File: src/pefu_pkg.sv
// Constants, field positions and types of the PLL event flag unit.
// What this block does
// - Bits 7, 6, 5 mask PLL1 lock, input and calibration; reset 0.
// - Bits 4, 3, 2 mask PLL2 lock, input and calibration; reset 0.
// - Mask bits 1 and 0 block PLL1 and PLL2 reference switch; reset zero.
// - A source whose mask bit is one never drives the combined interrupt.
// - Polarity bit one: a rising source edge sets its sticky flag.
// - Polarity bit zero: a falling edge sets the flag; resets to zero.
// - One polarity bit per source, in the same bit order as the mask.
// - A qualifying edge sets the flag bit in the mask bit order.
// - Flags capture edges only while the global enable is one.
// - Writing zero to a set flag clears it until a new edge.
// - Live source status stays readable whatever the enable says.
// - Combine 0: any unmasked flag fires; 1: all unmasked needed.
// - With the global enable at zero the interrupt output stays low.
package pefu_pkg;

  // ---------------------------------------------------------------
  // Register map
  // ---------------------------------------------------------------
  localparam int         PEFU_AW             = 8;
  localparam int         PEFU_DW             = 8;
  localparam int         PEFU_NSRC           = 8;
  localparam logic [7:0] PEFU_LIVE_ADDR      = 8'h0D;
  localparam logic [7:0] PEFU_MASK_ADDR      = 8'h0E;
  localparam logic [7:0] PEFU_POL_ADDR       = 8'h0F;
  localparam logic [7:0] PEFU_FLAG_ADDR      = 8'h10;
  localparam logic [7:0] PEFU_CTL_ADDR       = 8'h11;

  // ---------------------------------------------------------------
  // Reset values
  // ---------------------------------------------------------------
  localparam logic [7:0] PEFU_MASK_RST       = 8'h00;
  localparam logic [7:0] PEFU_POL_RST        = 8'h00;
  localparam logic [7:0] PEFU_FLAG_RST       = 8'h00;
  localparam logic       PEFU_EN_RST         = 1'h0;
  localparam logic       PEFU_COMB_RST       = 1'h0;
  localparam logic [7:0] PEFU_ZERO           = 8'h00;

  // ---------------------------------------------------------------
  // Field positions, shared by mask, polarity, flag and live registers, then control register bits
  // ---------------------------------------------------------------
  localparam int PEFU_PLL1_LOCK_LOST   = 7;
  localparam int PEFU_PLL1_INPUT_LOST  = 6;
  localparam int PEFU_PLL1_CALIBRATING = 5;
  localparam int PEFU_PLL2_LOCK_LOST   = 4;
  localparam int PEFU_PLL2_INPUT_LOST  = 3;
  localparam int PEFU_PLL2_CALIBRATING = 2;
  localparam int PEFU_PLL1_REF_SWITCH  = 1;
  localparam int PEFU_PLL2_REF_SWITCH  = 0;
  localparam int PEFU_CTL_COMB_BIT     = 1;
  localparam int PEFU_CTL_EN_BIT       = 0;

  // Combine modes of the interrupt output.
  typedef enum logic
  {
    PEFU_COMB_OR  = 1'h0,
    PEFU_COMB_AND = 1'h1
  } pefu_comb_type;

endpackage : pefu_pkg

File: src/pefu_evt_if.sv
// Interface joining the event core, edge detector and interrupt combiner.
`timescale 1ns/100ps
interface pefu_evt_if;
  import pefu_pkg::*;

  logic [PEFU_NSRC-1:0] live;      // Synchronised source levels.
  logic [PEFU_NSRC-1:0] edge_hit;  // Qualifying edge, one cycle.
  logic [PEFU_NSRC-1:0] polarity;  // Edge select per source.
  logic [PEFU_NSRC-1:0] flags;     // Sticky flags.
  logic [PEFU_NSRC-1:0] mask;      // Source blocks.
  pefu_comb_type        comb;      // OR or AND combining.
  logic                 enable;    // Global interrupt enable.
  logic                 irq_req;   // Combined request.

  modport detect  (input polarity, output live, output edge_hit);
  modport combine (input flags, input mask, input comb, input enable,
                   output irq_req);
  modport core    (output polarity, output flags, output mask,
                   output comb, output enable,
                   input live, input edge_hit, input irq_req);
endinterface : pefu_evt_if

File: src/pefu_edge_detect.sv
// Per-source synchroniser and polarity-selected edge detector.
`timescale 1ns/100ps
module pefu_edge_detect
  import pefu_pkg::*;
(
  input  wire logic                 clock,
  input  wire logic                 rst,
  input  wire logic [PEFU_NSRC-1:0] src_in,
  pefu_evt_if.detect                evt
);

  typedef struct packed
  {
    logic [PEFU_NSRC-1:0] meta;
    logic [PEFU_NSRC-1:0] sync;
    logic [PEFU_NSRC-1:0] prev;
  } pefu_det_type;

  pefu_det_type det_ff;
  pefu_det_type nxt_det;

  // Shifts sources through the synchroniser and keeps last cycle's level.
  always_comb
  begin
    nxt_det      = det_ff;
    nxt_det.meta = src_in;
    nxt_det.sync = det_ff.meta;
    nxt_det.prev = det_ff.sync;
  end

  // Registers the detector state.
  always_ff @(posedge clock)
  begin
    if (rst)
      det_ff <= '0;
    else
      det_ff <= nxt_det;
  end

  // Live level for status reads.
  assign evt.live = det_ff.sync;

  // One comparator per source picks rising or falling edges.
  genvar i;
  generate
    for (i = 0; i < PEFU_NSRC; i++)
    begin : g_edge
      assign evt.edge_hit[i] = evt.polarity[i] ?
        (det_ff.sync[i] & ~det_ff.prev[i]) :
        (~det_ff.sync[i] & det_ff.prev[i]);
    end
  endgenerate

endmodule : pefu_edge_detect

File: src/pefu_irq_combine.sv
// Masked OR or AND combination of the sticky flags into one request.
`timescale 1ns/100ps
module pefu_irq_combine
  import pefu_pkg::*;
(
  pefu_evt_if.combine evt
);

  logic [PEFU_NSRC-1:0] open_src;
  logic                 any_hit;
  logic                 all_hit;

  // Unmasked flags only; an all-masked set never fires in either mode.
  always_comb
  begin
    open_src = ~evt.mask;
    any_hit  = |(evt.flags & open_src);
    all_hit  = (|open_src) & ((evt.flags & open_src) == open_src);
    if (!evt.enable)
      evt.irq_req = 1'h0;
    else if (evt.comb == PEFU_COMB_AND)
      evt.irq_req = all_hit;
    else
      evt.irq_req = any_hit;
  end

endmodule : pefu_irq_combine

File: src/pefu_flag_unit.sv
// Top of the PLL event flag unit: registers, sticky flags and interrupt.
//
// Strobed register access was chosen for this implementation.
`timescale 1ns/100ps
module pefu_flag_unit
  import pefu_pkg::*;
(
  input  wire logic                 clock,
  input  wire logic                 rst,
  input  wire logic [PEFU_AW-1:0]   reg_addr,
  input  wire logic [PEFU_DW-1:0]   reg_wdata,
  input  wire logic                 reg_wr,
  input  wire logic                 reg_rd,
  output      logic [PEFU_DW-1:0]   reg_rdata,
  input  wire logic                 pll1_lock_lost,
  input  wire logic                 pll1_input_lost,
  input  wire logic                 pll1_vco_calibrating,
  input  wire logic                 pll2_lock_lost,
  input  wire logic                 pll2_input_lost,
  input  wire logic                 pll2_vco_calibrating,
  input  wire logic                 pll1_ref_back_to_primary,
  input  wire logic                 pll2_ref_back_to_primary,
  output      logic                 event_irq
);

  // ---------------------------------------------------------------
  // State
  // ---------------------------------------------------------------

  typedef struct packed
  {
    logic [PEFU_NSRC-1:0] mask;
    logic [PEFU_NSRC-1:0] polarity;
    logic [PEFU_NSRC-1:0] flags;
    logic                 enable;
    pefu_comb_type        comb;
    logic [PEFU_DW-1:0]   rdata;
    logic                 irq;
  } pefu_core_type;

  pefu_core_type        core_ff;
  pefu_core_type        nxt_core;
  logic [PEFU_NSRC-1:0] src_vec;
  logic [PEFU_NSRC-1:0] clr_req;
  logic [PEFU_NSRC-1:0] set_req;
  logic [PEFU_DW-1:0]   rd_mux;
  logic                 wr_mask;
  logic                 wr_pol;
  logic                 wr_flag;
  logic                 wr_ctl;

  pefu_evt_if evt ();

  // ---------------------------------------------------------------
  // Source ordering
  // ---------------------------------------------------------------

  // Sources sit in the same bit order as the mask, polarity, flag and live registers.
  always_comb
  begin
    src_vec                        = '0;
    src_vec[PEFU_PLL1_LOCK_LOST]   = pll1_lock_lost;
    src_vec[PEFU_PLL1_INPUT_LOST]  = pll1_input_lost;
    src_vec[PEFU_PLL1_CALIBRATING] = pll1_vco_calibrating;
    src_vec[PEFU_PLL2_LOCK_LOST]   = pll2_lock_lost;
    src_vec[PEFU_PLL2_INPUT_LOST]  = pll2_input_lost;
    src_vec[PEFU_PLL2_CALIBRATING] = pll2_vco_calibrating;
    src_vec[PEFU_PLL1_REF_SWITCH]  = pll1_ref_back_to_primary;
    src_vec[PEFU_PLL2_REF_SWITCH]  = pll2_ref_back_to_primary;
  end

  // ---------------------------------------------------------------
  // Submodules
  // ---------------------------------------------------------------

  // Synchronises sources and finds edges of the chosen polarity.
  pefu_edge_detect u_detect
  (
    .clock  (clock),
    .rst    (rst),
    .src_in (src_vec),
    .evt    (evt.detect)
  );

  // Folds the unmasked flags into one request.
  pefu_irq_combine u_combine
  (
    .evt (evt.combine)
  );

  // Control state handed to the submodules.
  assign evt.polarity = core_ff.polarity;
  assign evt.flags    = core_ff.flags;
  assign evt.mask     = core_ff.mask;
  assign evt.comb     = core_ff.comb;
  assign evt.enable   = core_ff.enable;

  // ---------------------------------------------------------------
  // Register decode
  // ---------------------------------------------------------------

  // Write strobes per register.
  assign wr_mask = reg_wr && (reg_addr == PEFU_MASK_ADDR);
  assign wr_pol  = reg_wr && (reg_addr == PEFU_POL_ADDR);
  assign wr_flag = reg_wr && (reg_addr == PEFU_FLAG_ADDR);
  assign wr_ctl  = reg_wr && (reg_addr == PEFU_CTL_ADDR);

  // Read multiplexer; unmapped addresses and reserved bits read zero.
  always_comb
  begin
    rd_mux = PEFU_ZERO;
    unique case (reg_addr)
      PEFU_LIVE_ADDR: rd_mux = evt.live;
      PEFU_MASK_ADDR: rd_mux = core_ff.mask;
      PEFU_POL_ADDR:  rd_mux = core_ff.polarity;
      PEFU_FLAG_ADDR: rd_mux = core_ff.flags;
      PEFU_CTL_ADDR:
      begin
        rd_mux[PEFU_CTL_COMB_BIT] = core_ff.comb;
        rd_mux[PEFU_CTL_EN_BIT]   = core_ff.enable;
      end
      default:        rd_mux = PEFU_ZERO;
    endcase
  end

  // ---------------------------------------------------------------
  // Flag set and clear terms
  // ---------------------------------------------------------------

  // A written zero clears; a written one leaves the flag alone.
  assign clr_req = wr_flag ? ~reg_wdata : '0;

  // Edges are recorded only while the global enable is on.
  assign set_req = core_ff.enable ? evt.edge_hit : '0;

  // ---------------------------------------------------------------
  // Next state
  // ---------------------------------------------------------------

  // Register writes, sticky flags, read data and interrupt output.
  always_comb
  begin
    nxt_core = core_ff;
    if (wr_mask)
      nxt_core.mask = reg_wdata;
    if (wr_pol)
      nxt_core.polarity = reg_wdata;
    if (wr_ctl)
    begin
      nxt_core.comb   = pefu_comb_type'(reg_wdata[PEFU_CTL_COMB_BIT]);
      nxt_core.enable = reg_wdata[PEFU_CTL_EN_BIT];
    end
    // Set wins over a clear in the same cycle.
    nxt_core.flags = (core_ff.flags & ~clr_req)
                     | set_req;
    // Read data stand only in the cycle after the read strobe.
    nxt_core.rdata = reg_rd ? rd_mux : PEFU_ZERO;
    nxt_core.irq   = evt.irq_req;
  end

  // Registers the core state; every control bit resets to zero.
  always_ff @(posedge clock)
  begin
    if (rst)
    begin
      core_ff          <= '0;
      core_ff.mask     <= PEFU_MASK_RST;
      core_ff.polarity <= PEFU_POL_RST;
      core_ff.flags    <= PEFU_FLAG_RST;
      core_ff.enable   <= PEFU_EN_RST;
      core_ff.comb     <= pefu_comb_type'(PEFU_COMB_RST);
    end
    else
      core_ff <= nxt_core;
  end

  // ---------------------------------------------------------------
  // Outputs
  // ---------------------------------------------------------------

  // Both outputs come straight from flip-flops.
  assign reg_rdata = core_ff.rdata;
  assign event_irq = core_ff.irq;

endmodule : pefu_flag_unit

File: config.mk
export PLATFORM = sky130hd
export DESIGN_NAME = pefu_flag_unit
export DESIGN_NICKNAME = d
export VERILOG_FILES = /design/src/pefu_pkg.sv /design/src/pefu_evt_if.sv /design/src/pefu_edge_detect.sv /design/src/pefu_irq_combine.sv /design/src/pefu_flag_unit.sv
export SDC_FILE = /design/constraint.sdc
export NUM_CORES = 1
export LEC_CHECK = 0
export BUFFER_PORTS_ARGS = -buffer_cell sky130_fd_sc_hd__buf_2
export CORE_ASPECT_RATIO = 1.5
export CORE_MARGIN = 2
export CORE_UTILIZATION = 50
export CTS_BUF_LIST = sky130_fd_sc_hd__clkbuf_8
export CTS_CLUSTER_DIAMETER = 50
export CTS_CLUSTER_SIZE = 14
export DETAILED_ROUTE_END_ITERATION = 10
export PLACE_DENSITY_LB_ADDON = 0.08
export SETUP_SLACK_MARGIN = 0.3
export SLEW_MARGIN = 20
export SYNTH_ARGS = -nofsm -noshare
export SYNTH_HDL_FRONTEND = slang
export SYNTH_SLANG_ARGS = --single-unit
File: constraint.sdc
create_clock -name clock -period 1.6 [get_ports clock]
set_clock_uncertainty 0.2 [all_clocks]
set_input_delay 0.08 -clock clock [delete_from_list [all_inputs] [get_ports clock]]
set_output_delay 0.08 -clock clock [all_outputs]
set_load 0.02 [all_outputs]
==> run_results.csv, run 1 <==
group,metric,value,unit
critical_path,critPathKind,"reg2reg",
die,fp-row-count,30,
critical_path,path_max_fanout,5,
die,ioPinCount,37,
clock_network,cts_tree,"built",
timing,slew_violations,0,
clock_network,cts_sinks,59,
power_and_ir_drop,p_per_area,863,nW/um2
die,die_area,5350,um2
synthesis,synth_warnings,0,
timing,max_freq,608,MHz
timing,fin_crit_sh,103,%
timing,maxSlewHeadroom,74.9,%
synthesis,synth_nets,282,
synthesis,synth_top_family_by_area,"simple AND/OR/NAND/NOR gates",
clock_network,clk_latency,0.33,ns
routing,route.vias.total,2065,
synthesis,synth_xor_area_share,0,%
synthesis,synth-seq-cells,59,
synthesis,syn_inst,254,
routing,detail_route.vias_per_cell,5.10,
timing,min_period,1.65,ns
synthesis,synth_seq_area_share,49.5,%
critical_path,start_kind,"register",
global_routing,grt_max_degree,39,
synthesis,syn_area,2390,um2
critical_path,worstSetupEndpointType,"register",
die,fp.coreArea,4580,um2
final_layout,nNetsFinal,364,
routing,drt_iter0_markers,76,
place,dp_hpwl,3710,um
die,fp.dieH,88.6,um
final_layout,fin_util,74.4,%
clock_network,h-tree-depth,3,
synthesis,avgSynthCellArea,9.40,um2
critical_path,crit_arrival,1.73,ns
clock_network,clk_pin_slew,0.06,ns
routing,drt-met1-wl,2310,um
place,dpl.cell_count,369,
final_layout,areaGrowthSynthToFinish,42.7,%
routing,route.detailed.drc,0,
place,gp_congestion,0.809,
final_layout,final_cells,405,
clock_network,ctsRootBufferMaster,"clkbuf_8",
routing,antenna_left,0,
critical_path,r2r_setup_slack,-0.05,ns
synthesis,synthMuxAreaShare,11.4,%
die,start_util,52.1,%
timing,worst_slew_pin_slew,0.376,ns
synthesis,synth-adder-area-share,0,%
global_routing,grt_pass1_wl,8770,um
power_and_ir_drop,p_leak,1.35,nW
place,port_buffers,36,
critical_path,cp.required,1.68,ns
final_layout,antenna_cells,0,
timing,hold_violations,0,
routing,first_pass_iters,5,
timing,setup_ws,-0.0457,ns
place,dpl_cell_area,2830,um2
clock_network,ctsLongestPathBuffers,2,
synthesis,synth_compound_area_share,13.7,%
run_status,violations,"setup timing",
routing,routedWlPerCell,13.7,um
hold_path,hold_path.class,"in2reg",
synthesis,yosys.area_share.simple,22.0,%
timing,finalSetupViolCount,1,
clock_network,cts_buffers,9,
routing,wl_met3,248,um
final_layout,drive_above_1_share,34.9,%
timing,rsz0062_at_grt,"true",
global_routing,gr-usage-all-layers,22.6,%
final_layout,fill_cells,359,
global_routing,grt_overflow_total,0,
global_routing,antenna_found_initial,0,
final_layout,fin_area,3410,um2
synthesis,synth_cell_type_count,33,
timing,fin_hold_ws,0.142,ns
routing,maxUsedRoutingLayer,"met4",
job,maxCapViolCount,0,
run_status,outcome,"finished, violations left",
routing,met2_length,2910,um
global_routing,grt_pass1_vias,1952,
die,dieWidth,60.4,um
power_and_ir_drop,irDropWorstVdd,0.000746,V
routing,wl,5540,um
-- cell usage in the layout (no fill, tap or decap), types with 2 or more instances in the layout --
cell	count
dfxtp_4	3
buf_12	2
nor3_4	2
dfxtp_2	6
nand2b_1	5
clkbuf_8	12
nor3b_1	8
a21oi_1	8
nor2_1	37
nor2b_1	24
buf_6	7
a22oi_1	3
o2bb2ai_1	8
o21ai_0	9
o22ai_2	2
nand4_1	2
nand2_1	9
buf_2	33
mux2i_1	26
o21ai_2	8
a2111oi_2	2
clkinv_2	3
buf_4	24
inv_1	6
a22oi_2	5
dlygate4sd3_1	18
o22ai_1	2
dfxtp_1	50
-- sequential cells by signal, indices dropped and copies added, names as in the netlist --
register / flops
event_irq: 1
evt.comb: 1
evt.enable: 1
evt.flags: 8
evt.mask: 8
evt.polarity: 8
reg_rdata: 8
u_detect.det_ff: 16
u_detect.evt.live: 8
-- Yosys cell counts --
cell type | n | area, um2
mux2_2 | 1 | 11.3
or4b_4 | 1 | 13.8
nor3b_1 | 8 | 60.1
nand2_1 | 9 | 33.8
a2111oi_0 | 2 | 17.5
a21oi_1 | 8 | 40.0
o2111ai_1 | 1 | 8.76
inv_1 | 6 | 22.5
clkinv_1 | 1 | 3.75
o221ai_1 | 1 | 8.76
mux2i_1 | 26 | 260
nor3_4 | 1 | 16.3
or4_1 | 1 | 7.51
dfxtp_1 | 59 | 1180
nor2b_1 | 25 | 156
o21ai_0 | 10 | 50.1
nor4_1 | 2 | 12.5
nor2_1 | 37 | 139
nor3_1 | 1 | 5.00
nand4_1 | 2 | 12.5
o22ai_1 | 4 | 25.0
or3_1 | 1 | 6.26
o21bai_1 | 1 | 7.51
nand3_1 | 1 | 5.00
buf_2 | 5 | 25.0
nor4b_1 | 1 | 8.76
clkbuf_1 | 8 | 30.0
a22oi_1 | 8 | 60.1
nor3_2 | 1 | 10.0
nand2b_1 | 5 | 31.3
o21ai_1 | 8 | 40.0
o2bb2ai_1 | 8 | 70.1
nand3b_1 | 1 | 7.51
-- kinds of logic (layout without fill, tap and decap cells) --
| group | count (synthesis) | count (layout) |
|---|---|---|
| AND/OR/NAND/NOR | 97 | 97 |
| AO/OA/AOI/OAI | 51 | 51 |
| multiplexers | 27 | 27 |
| buffers and inverters | 20 | 107 |
| flip-flops | 59 | 59 |
-- stage by stage --
step                total power [mW]  setup slack (ns)  setup TNS [ns]
finish                          2.94           -0.0457         -0.0457
detailed placement              1.68            -0.200           -3.74
global route                    3.07           -0.0863         -0.0863
CTS                             2.95           -0.0240         -0.0240
global placement                1.68            -0.205           -3.48
floorplan                       1.61            -0.103           -1.06
-- cell type report --
| type | count | area, um2 | area share (%) |
|---|---|---|---|
| Multi-Input combinational cell | 175 | 1270 | 37.2 |
| Inverter | 7 | 26.3 | 0.771 |
| Sequential cell | 59 | 1200 | 35.2 |
| Clock inverter | 4 | 23.8 | 0.698 |
| Clock buffer | 12 | 165 | 4.85 |
| Timing Repair Buffer | 84 | 644 | 18.9 |
| Tap cell | 64 | 80.1 | 2.35 |
-- repair_timing --
| action | 4_1_cts | 5_1_grt |
|---|---|---|
| hold buffers | 18 | 0 |
| buffers inserted | 1 | 1 |
| gates cloned | 0 | 0 |
| resized for setup | 14 | 33 |
| endpoints found under the setup margin | 28 | 31 |
| hold endpoints to repair | 41 | 0 |
| pin swaps | 1 | 9 |
-- per-layer routing --
layer / vias up / GRT usage [%]
met5: - / 0
met4: 0 / 9.88
met3: 5 / 6.43
met2: 57 / 37.8
met1: 948 / 26.4
li1: 1055 / -
-- worst max-delay path: stages, from the launching register on --
cell       delay, ns
dfxtp_4         0.38
o22ai_2         0.07
nor4_2          0.27
o21ai_1         0.13
a2111oi_2       0.39
buf_4           0.16
-- path summary, 6_finish.rpt --
path,start,end,cells after the start
worst max register to register,evt.mask[4],event_irq,5
worst min register to register,u_detect.det_ff[17],u_detect.evt.live[1],1
worst max-delay path,evt.mask[4],event_irq,5
worst min-delay path,reg_addr[0],reg_rdata[1],5
-- where the power goes --
| group | internal, mW | switching [mW] |
|---|---|---|
| sequential | 1.49 | 0.0120 |
| clock | 0.682 | 0.555 |
| combinational | 0.110 | 0.0934 |
| total | 2.28 | 0.661 |
(Power assumes the default switching activity.)
==> run 2: changes to the inputs <==
--- a/config.mk
+++ b/config.mk
@@ -6,9 +6,11 @@
 export NUM_CORES = 1
 export LEC_CHECK = 0
 export BUFFER_PORTS_ARGS = -buffer_cell sky130_fd_sc_hd__buf_2
+export CELL_PAD_IN_SITES_DETAIL_PLACEMENT = 0
+export CELL_PAD_IN_SITES_GLOBAL_PLACEMENT = 1
 export CORE_ASPECT_RATIO = 1.5
 export CORE_MARGIN = 2
-export CORE_UTILIZATION = 50
+export CORE_UTILIZATION = 40
 export CTS_BUF_LIST = sky130_fd_sc_hd__clkbuf_8
 export CTS_CLUSTER_DIAMETER = 50
 export CTS_CLUSTER_SIZE = 14
==> run 2 against run 1 <==
  * Final area rose by 0.22%
  * Critical endpoint is now evt.flags[5]
  * Count of clock-buffer cells in the layout did not move
  * Total power rose by 5.9%
  * Highest routed layer unchanged
  * The run now ends clean
  * Non-clock buffer count fell by 2
  * Largest power group unchanged
==> run_results.csv, run 2 (synthesis gave the netlist of run 1 again) <==
group,metric,value,unit
timing,maxSlewHeadroom,78.3,%
routing,first_pass_iters,4,
clock_network,cts_buffers,9,
timing,fin_setup_tns,0,ns
timing,slew_violations,0,
final_layout,layout_common_cells,"dfxtp_1 (46), nor2_1 (37), buf_2 (34)",
power_and_ir_drop,total_power,3.11,mW
timing,worst_slew_pin_slew,0.325,ns
timing,setup_ws,0.0897,ns
global_routing,grt_overflow_total,0,
final_layout,nNetsFinal,362,
critical_path,worstSetupEndpointType,"register",
critical_path,crit_path_cell_trace,"buf_6 -> or4b_4 -> or4_4 -> o21ai_1 -> a21oi_1",
die,fp-row-count,34,
global_routing,gr-usage-all-layers,19.1,%
global_routing,grt_pass1_wl,9350,um
final_layout,multi_input_area,1260,um2
critical_path,critPathLaunch,"reg_addr[1]",
final_layout,largest_reg_flops,16,
critical_path,crit_arrival,1.52,ns
global_routing,grt_pass1_vias,2004,
timing,fin_hold_ws,0.113,ns
final_layout,areaGrowthSynthToFinish,43.0,%
place,port_buffers,36,
die,fp.coreArea,5790,um2
global_routing,antenna_found_initial,0,
final_layout,fin_area,3410,um2
routing,antenna_left,0,
timing,rsz0062_at_grt,"true",
final_layout,fill_cells,542,
critical_path,critPathKind,"in2reg",
routing,drt_iter0_markers,44,
job,maxCapViolCount,0,
routing,route.vias.total,2016,
critical_path,slowest_delay,0.54,ns
place,dpl_cell_area,2790,um2
timing,min_period,1.51,ns
final_layout,antenna_cells,0,
routing,wl,5750,um
clock_network,ctsRootBufferMaster,"clkbuf_8",
timing,hold_violations,0,
die,start_util,41.3,%
clock_network,cts_tree,"built",
clock_network,ctsLongestPathBuffers,2,
timing,finalSetupViolCount,0,
final_layout,drive_above_1_share,35.4,%
hold_path,hold_path.class,"in2reg",
final_layout,regArea,1200,um2
critical_path,cp.required,1.61,ns
die,dieWidth,67.1,um
global_routing,grt_max_degree,29,
clock_network,cts_sinks,59,
clock_network,h-tree-depth,3,
routing,route.detailed.drc,0,
timing,fin_crit_sh,94.4,%
place,gp_congestion,0.822,
final_layout,largest_register,"u_detect.det_ff",
power_and_ir_drop,p_per_area,912,nW/um2
routing,detail_route.vias_per_cell,4.91,
clock_network,clk_latency,0.34,ns
die,ioPinCount,37,
routing,routedWlPerCell,14.0,um
critical_path,crit_slowest_cell,"or4b_4",
critical_path,start_kind,"primary input",
place,dp_hpwl,3970,um
hold_path,hp-start,"reg_addr[0]",
die,die_area,6610,um2
die,fp.dieH,98.6,um
power_and_ir_drop,p_leak,1.34,nW
critical_path,path_max_fanout,8,
place,dp_slack,-0.233,ns
timing,max_freq,662,MHz
power_and_ir_drop,irDropWorstVdd,0.000690,V
clock_network,clk_pin_slew,0.06,ns
run_status,outcome,"complete, no violations",
final_layout,final_common_cell,"dfxtp_1",
critical_path,reg2reg_from,"evt.flags[7]",
## run 2: cell types whose count changed in the layout (fill, tap and decap cells not counted), sizes merged
cell      delta
clkinv       -2
clkinvlp     +1
bufinv       +1
buf          -2
## run 2: final timing paths
kind	to	slack, ns	cells after the start
setup reg to reg	event_irq	0.17	5
hold reg to reg	u_detect.evt.live[0]	0.24	1
setup / recovery	evt.flags[5]	0.09	5
hold / removal	reg_rdata[1]	0.11	5
## run 2: layout make-up
type                       count  area share [%]
multi-input combinational    175            36.9
sequential                    59            35.2
timing repair buffer          82            18.2
clock buffer                  12            4.84
tap                           72            2.64
clock inverter                 4            1.39
inverter                       7           0.770
## run 2: through the flow
step / util (%) / cells
after detailed placement: 48.3 / 371
after global routing: 59.0 / 411
final: 59.0 / 411
after floorplan: - / 254
after global placement: 48.3 / 371
after CTS: 57.3 / 410
## run 2: layer usage
metal	share of wire, %	track usage (%)	up-vias
li1	-	-	1047
met3	3.6	5.48	9
met1	45	22.6	922
met5	0	0	-
met4	1.7	8.16	0
met2	50	31.6	38
## run 2: repair_timing
item / CTS / global route
pin swaps: 6 / 13
endpoints found under the hold margin: 37 / 0
hold buffers: 18 / 0
gates resized for setup: 26 / 18
endpoints found under the setup margin: 31 / 32
setup buffers: 5 / 1
cloned: 0 / 0
## run 2: critical path: cells and delay by family
family                 cells  cell delay, ns
AO/OA/AOI/OAI              2            0.26
buffers and inverters      1            0.09
AND/OR/NAND/NOR            2            1.07
## run 2: where the power goes
part,switching [mW],total (mW),internal [mW]
logic,0.0913,0.196,0.105
registers,0.0118,1.50,1.49
clock network,0.576,1.42,0.841
total,0.679,3.11,2.44
==> run 3: changes to the inputs <==
--- a/config.mk
+++ b/config.mk
@@ -10,7 +10,7 @@
 export CELL_PAD_IN_SITES_GLOBAL_PLACEMENT = 1
 export CORE_ASPECT_RATIO = 1.5
 export CORE_MARGIN = 2
-export CORE_UTILIZATION = 40
+export CORE_UTILIZATION = 27
 export CTS_BUF_LIST = sky130_fd_sc_hd__clkbuf_8
 export CTS_CLUSTER_DIAMETER = 50
 export CTS_CLUSTER_SIZE = 14
==> run 3 against run 2 <==
  * First-iteration DRC count up 98%
  * Final cell count rose by 8.8%
  * Sequential cell count unchanged
  * Critical path depth stayed put
  * Total power is 0.82% higher
  * Final area decreased by 1.1%
  * Register-to-register slack worse by 0.09 ns
  * Core utilization is 20 points lower
  * Via count fell by 0.69%
==> run_results.csv, run 3 (synthesis gave the netlist of run 1 again) <==
group,metric,value,unit
critical_path,worstSetupEndpointType,"register",
timing,slew_violations,0,
routing,route.vias.total,2002,
die,dieWidth,80.8,um
power_and_ir_drop,irDropWorstVdd,0.000481,V
critical_path,start_kind,"register",
critical_path,crit_arrival,1.52,ns
global_routing,grt_overflow_total,0,
run_status,outcome,"complete, no violations",
final_layout,antenna_cells,0,
routing,routedWlPerCell,13.7,um
final_layout,areaGrowthSynthToFinish,41.5,%
place,dpl_cell_area,2870,um2
global_routing,grt_pass1_vias,1926,
routing,first_pass_iters,4,
power_and_ir_drop,p_per_area,930,nW/um2
clock_network,postCtsSetupBuffers,0,
final_layout,layout_common_cells,"dfxtp_1 (48), nor2_1 (37), buf_2 (34)",
timing,maxSlewHeadroom,70.8,%
timing,min_period,1.52,ns
final_layout,final_common_cell,"dfxtp_1",
hold_path,hold_path.class,"in2reg",
routing,route.detailed.drc,0,
die,die_area,9630,um2
die,start_util,27.4,%
timing,max_freq,660,MHz
routing,antenna_left,0,
global_routing,antenna_found_initial,0,
critical_path,critPathKind,"reg2reg",
die,fp.coreArea,8720,um2
clock_network,clk_latency,0.34,ns
routing,wl,6110,um
clock_network,ctsLongestPathBuffers,2,
timing,fin_crit_sh,94.7,%
clock_network,cts_sinks,59,
clock_network,ctsRootBufferMaster,"clkbuf_8",
final_layout,final_cells,447,
critical_path,path_max_fanout,3,
critical_path,cp.required,1.61,ns
timing,finalSetupViolCount,0,
timing,rsz0062_at_grt,"true",
final_layout,nNetsFinal,360,
place,gp_congestion,0.731,
power_and_ir_drop,p_leak,1.29,nW
place,dp_hpwl,4380,um
place,port_buffers,36,
final_layout,largest_reg_flops,16,
die,ioPinCount,37,
final_layout,fin_area,3380,um2
clock_network,clk_pin_slew,0.07,ns
clock_network,cts_buffers,9,
final_layout,largest_register,"u_detect.det_ff",
clock_network,h-tree-depth,3,
global_routing,gr-usage-all-layers,14.0,%
die,fp-row-count,42,
final_layout,drive_above_1_share,31.2,%
routing,detail_route.vias_per_cell,4.48,
place,dpl.cell_count,413,
global_routing,grt_pass1_wl,9800,um
job,maxCapViolCount,0,
clock_network,cts_tree,"built",
timing,hold_violations,0,
routing,drt_iter0_markers,87,
die,fp.dieH,119,um
timing,worst_slew_pin_slew,0.437,ns
global_routing,grt_max_degree,31,
[run 3: cell count changes in the layout (fill, tap and decap cells not counted), moves of 2 or more]
| cell | before | now |
|---|---|---|
| a22oi_1 | 4 | 8 |
| a22oi_2 | 4 | 0 |
| buf_4 | 22 | 20 |
| dfxtp_1 | 46 | 48 |
| dfxtp_4 | 2 | 0 |
| o22ai_1 | 2 | 4 |
| o22ai_2 | 2 | 0 |
[run 3: worst paths after layout]
kind                                     startpoint                    to  slack (ns)  depth (start not counted)
worst min register to register  u_detect.det_ff[18]  u_detect.evt.live[2]        0.24                          1
worst max-delay path                   evt.flags[6]             event_irq        0.08                          5
worst min-delay path                    reg_addr[0]          reg_rdata[1]        0.07                          4
worst max register to register         evt.flags[6]             event_irq        0.08                          5
[run 3: area by class of cell]
type	instances	area, um2
sequential	59	1190
clock inverter	4	47.5
multi-input combinational	175	1200
inverter	7	26.3
fill	967	5350
clock buffer	12	165
timing repair buffer	80	603
tap	110	138
[run 3: power breakdown]
group	total (mW)	switching, mW	internal, mW
logic	0.195	0.0920	0.103
clock network	1.44	0.599	0.841
registers	1.50	0.0120	1.49
total	3.14	0.703	2.44
[run 3: per-layer routing]
layer / vias up / global-route usage [%] / part of all wire (%)
li1: 1043 / - / -
met1: 921 / 16.8 / 46
met2: 32 / 22.0 / 50
met3: 6 / 4.85 / 3.1
met4: 0 / 6.67 / 1.5
met5: - / 0 / 0
[run 3: critical path, stage by stage (launching register included)]
cell and delay, ns:
dfxtp_1 0.31, buf_4 0.14, nand2b_1 0.07, o221ai_1 0.10
a2111oi_1 0.47, a2111oi_2 0.10
[run 3: per-stage QoR]
step           TNS, ns  setup WS [ns]  hold WS [ns]  utilization, %  total power, mW
2_1_floorplan    -1.06         -0.103       0.00818               -             1.61
3_3_place_gp     -3.65         -0.189        0.0907            32.9             1.69
3_5_place_dp     -3.84         -0.195        0.0930            32.9             1.69
4_1_cts              0         0.0697        0.0447            38.0             3.19
5_1_grt              0        0.00311         0.146            38.7             3.29
6_report             0         0.0845        0.0663            38.7             3.14
[run 3: timing repair]
action                                 in CTS  in global routing
hold buffers                               18                  0
endpoints found under the hold margin      37                  0
pin swaps                                   3                  6
gates cloned                                0                  0
setup endpoints to repair                  31                 32
resized for setup                          13                 18
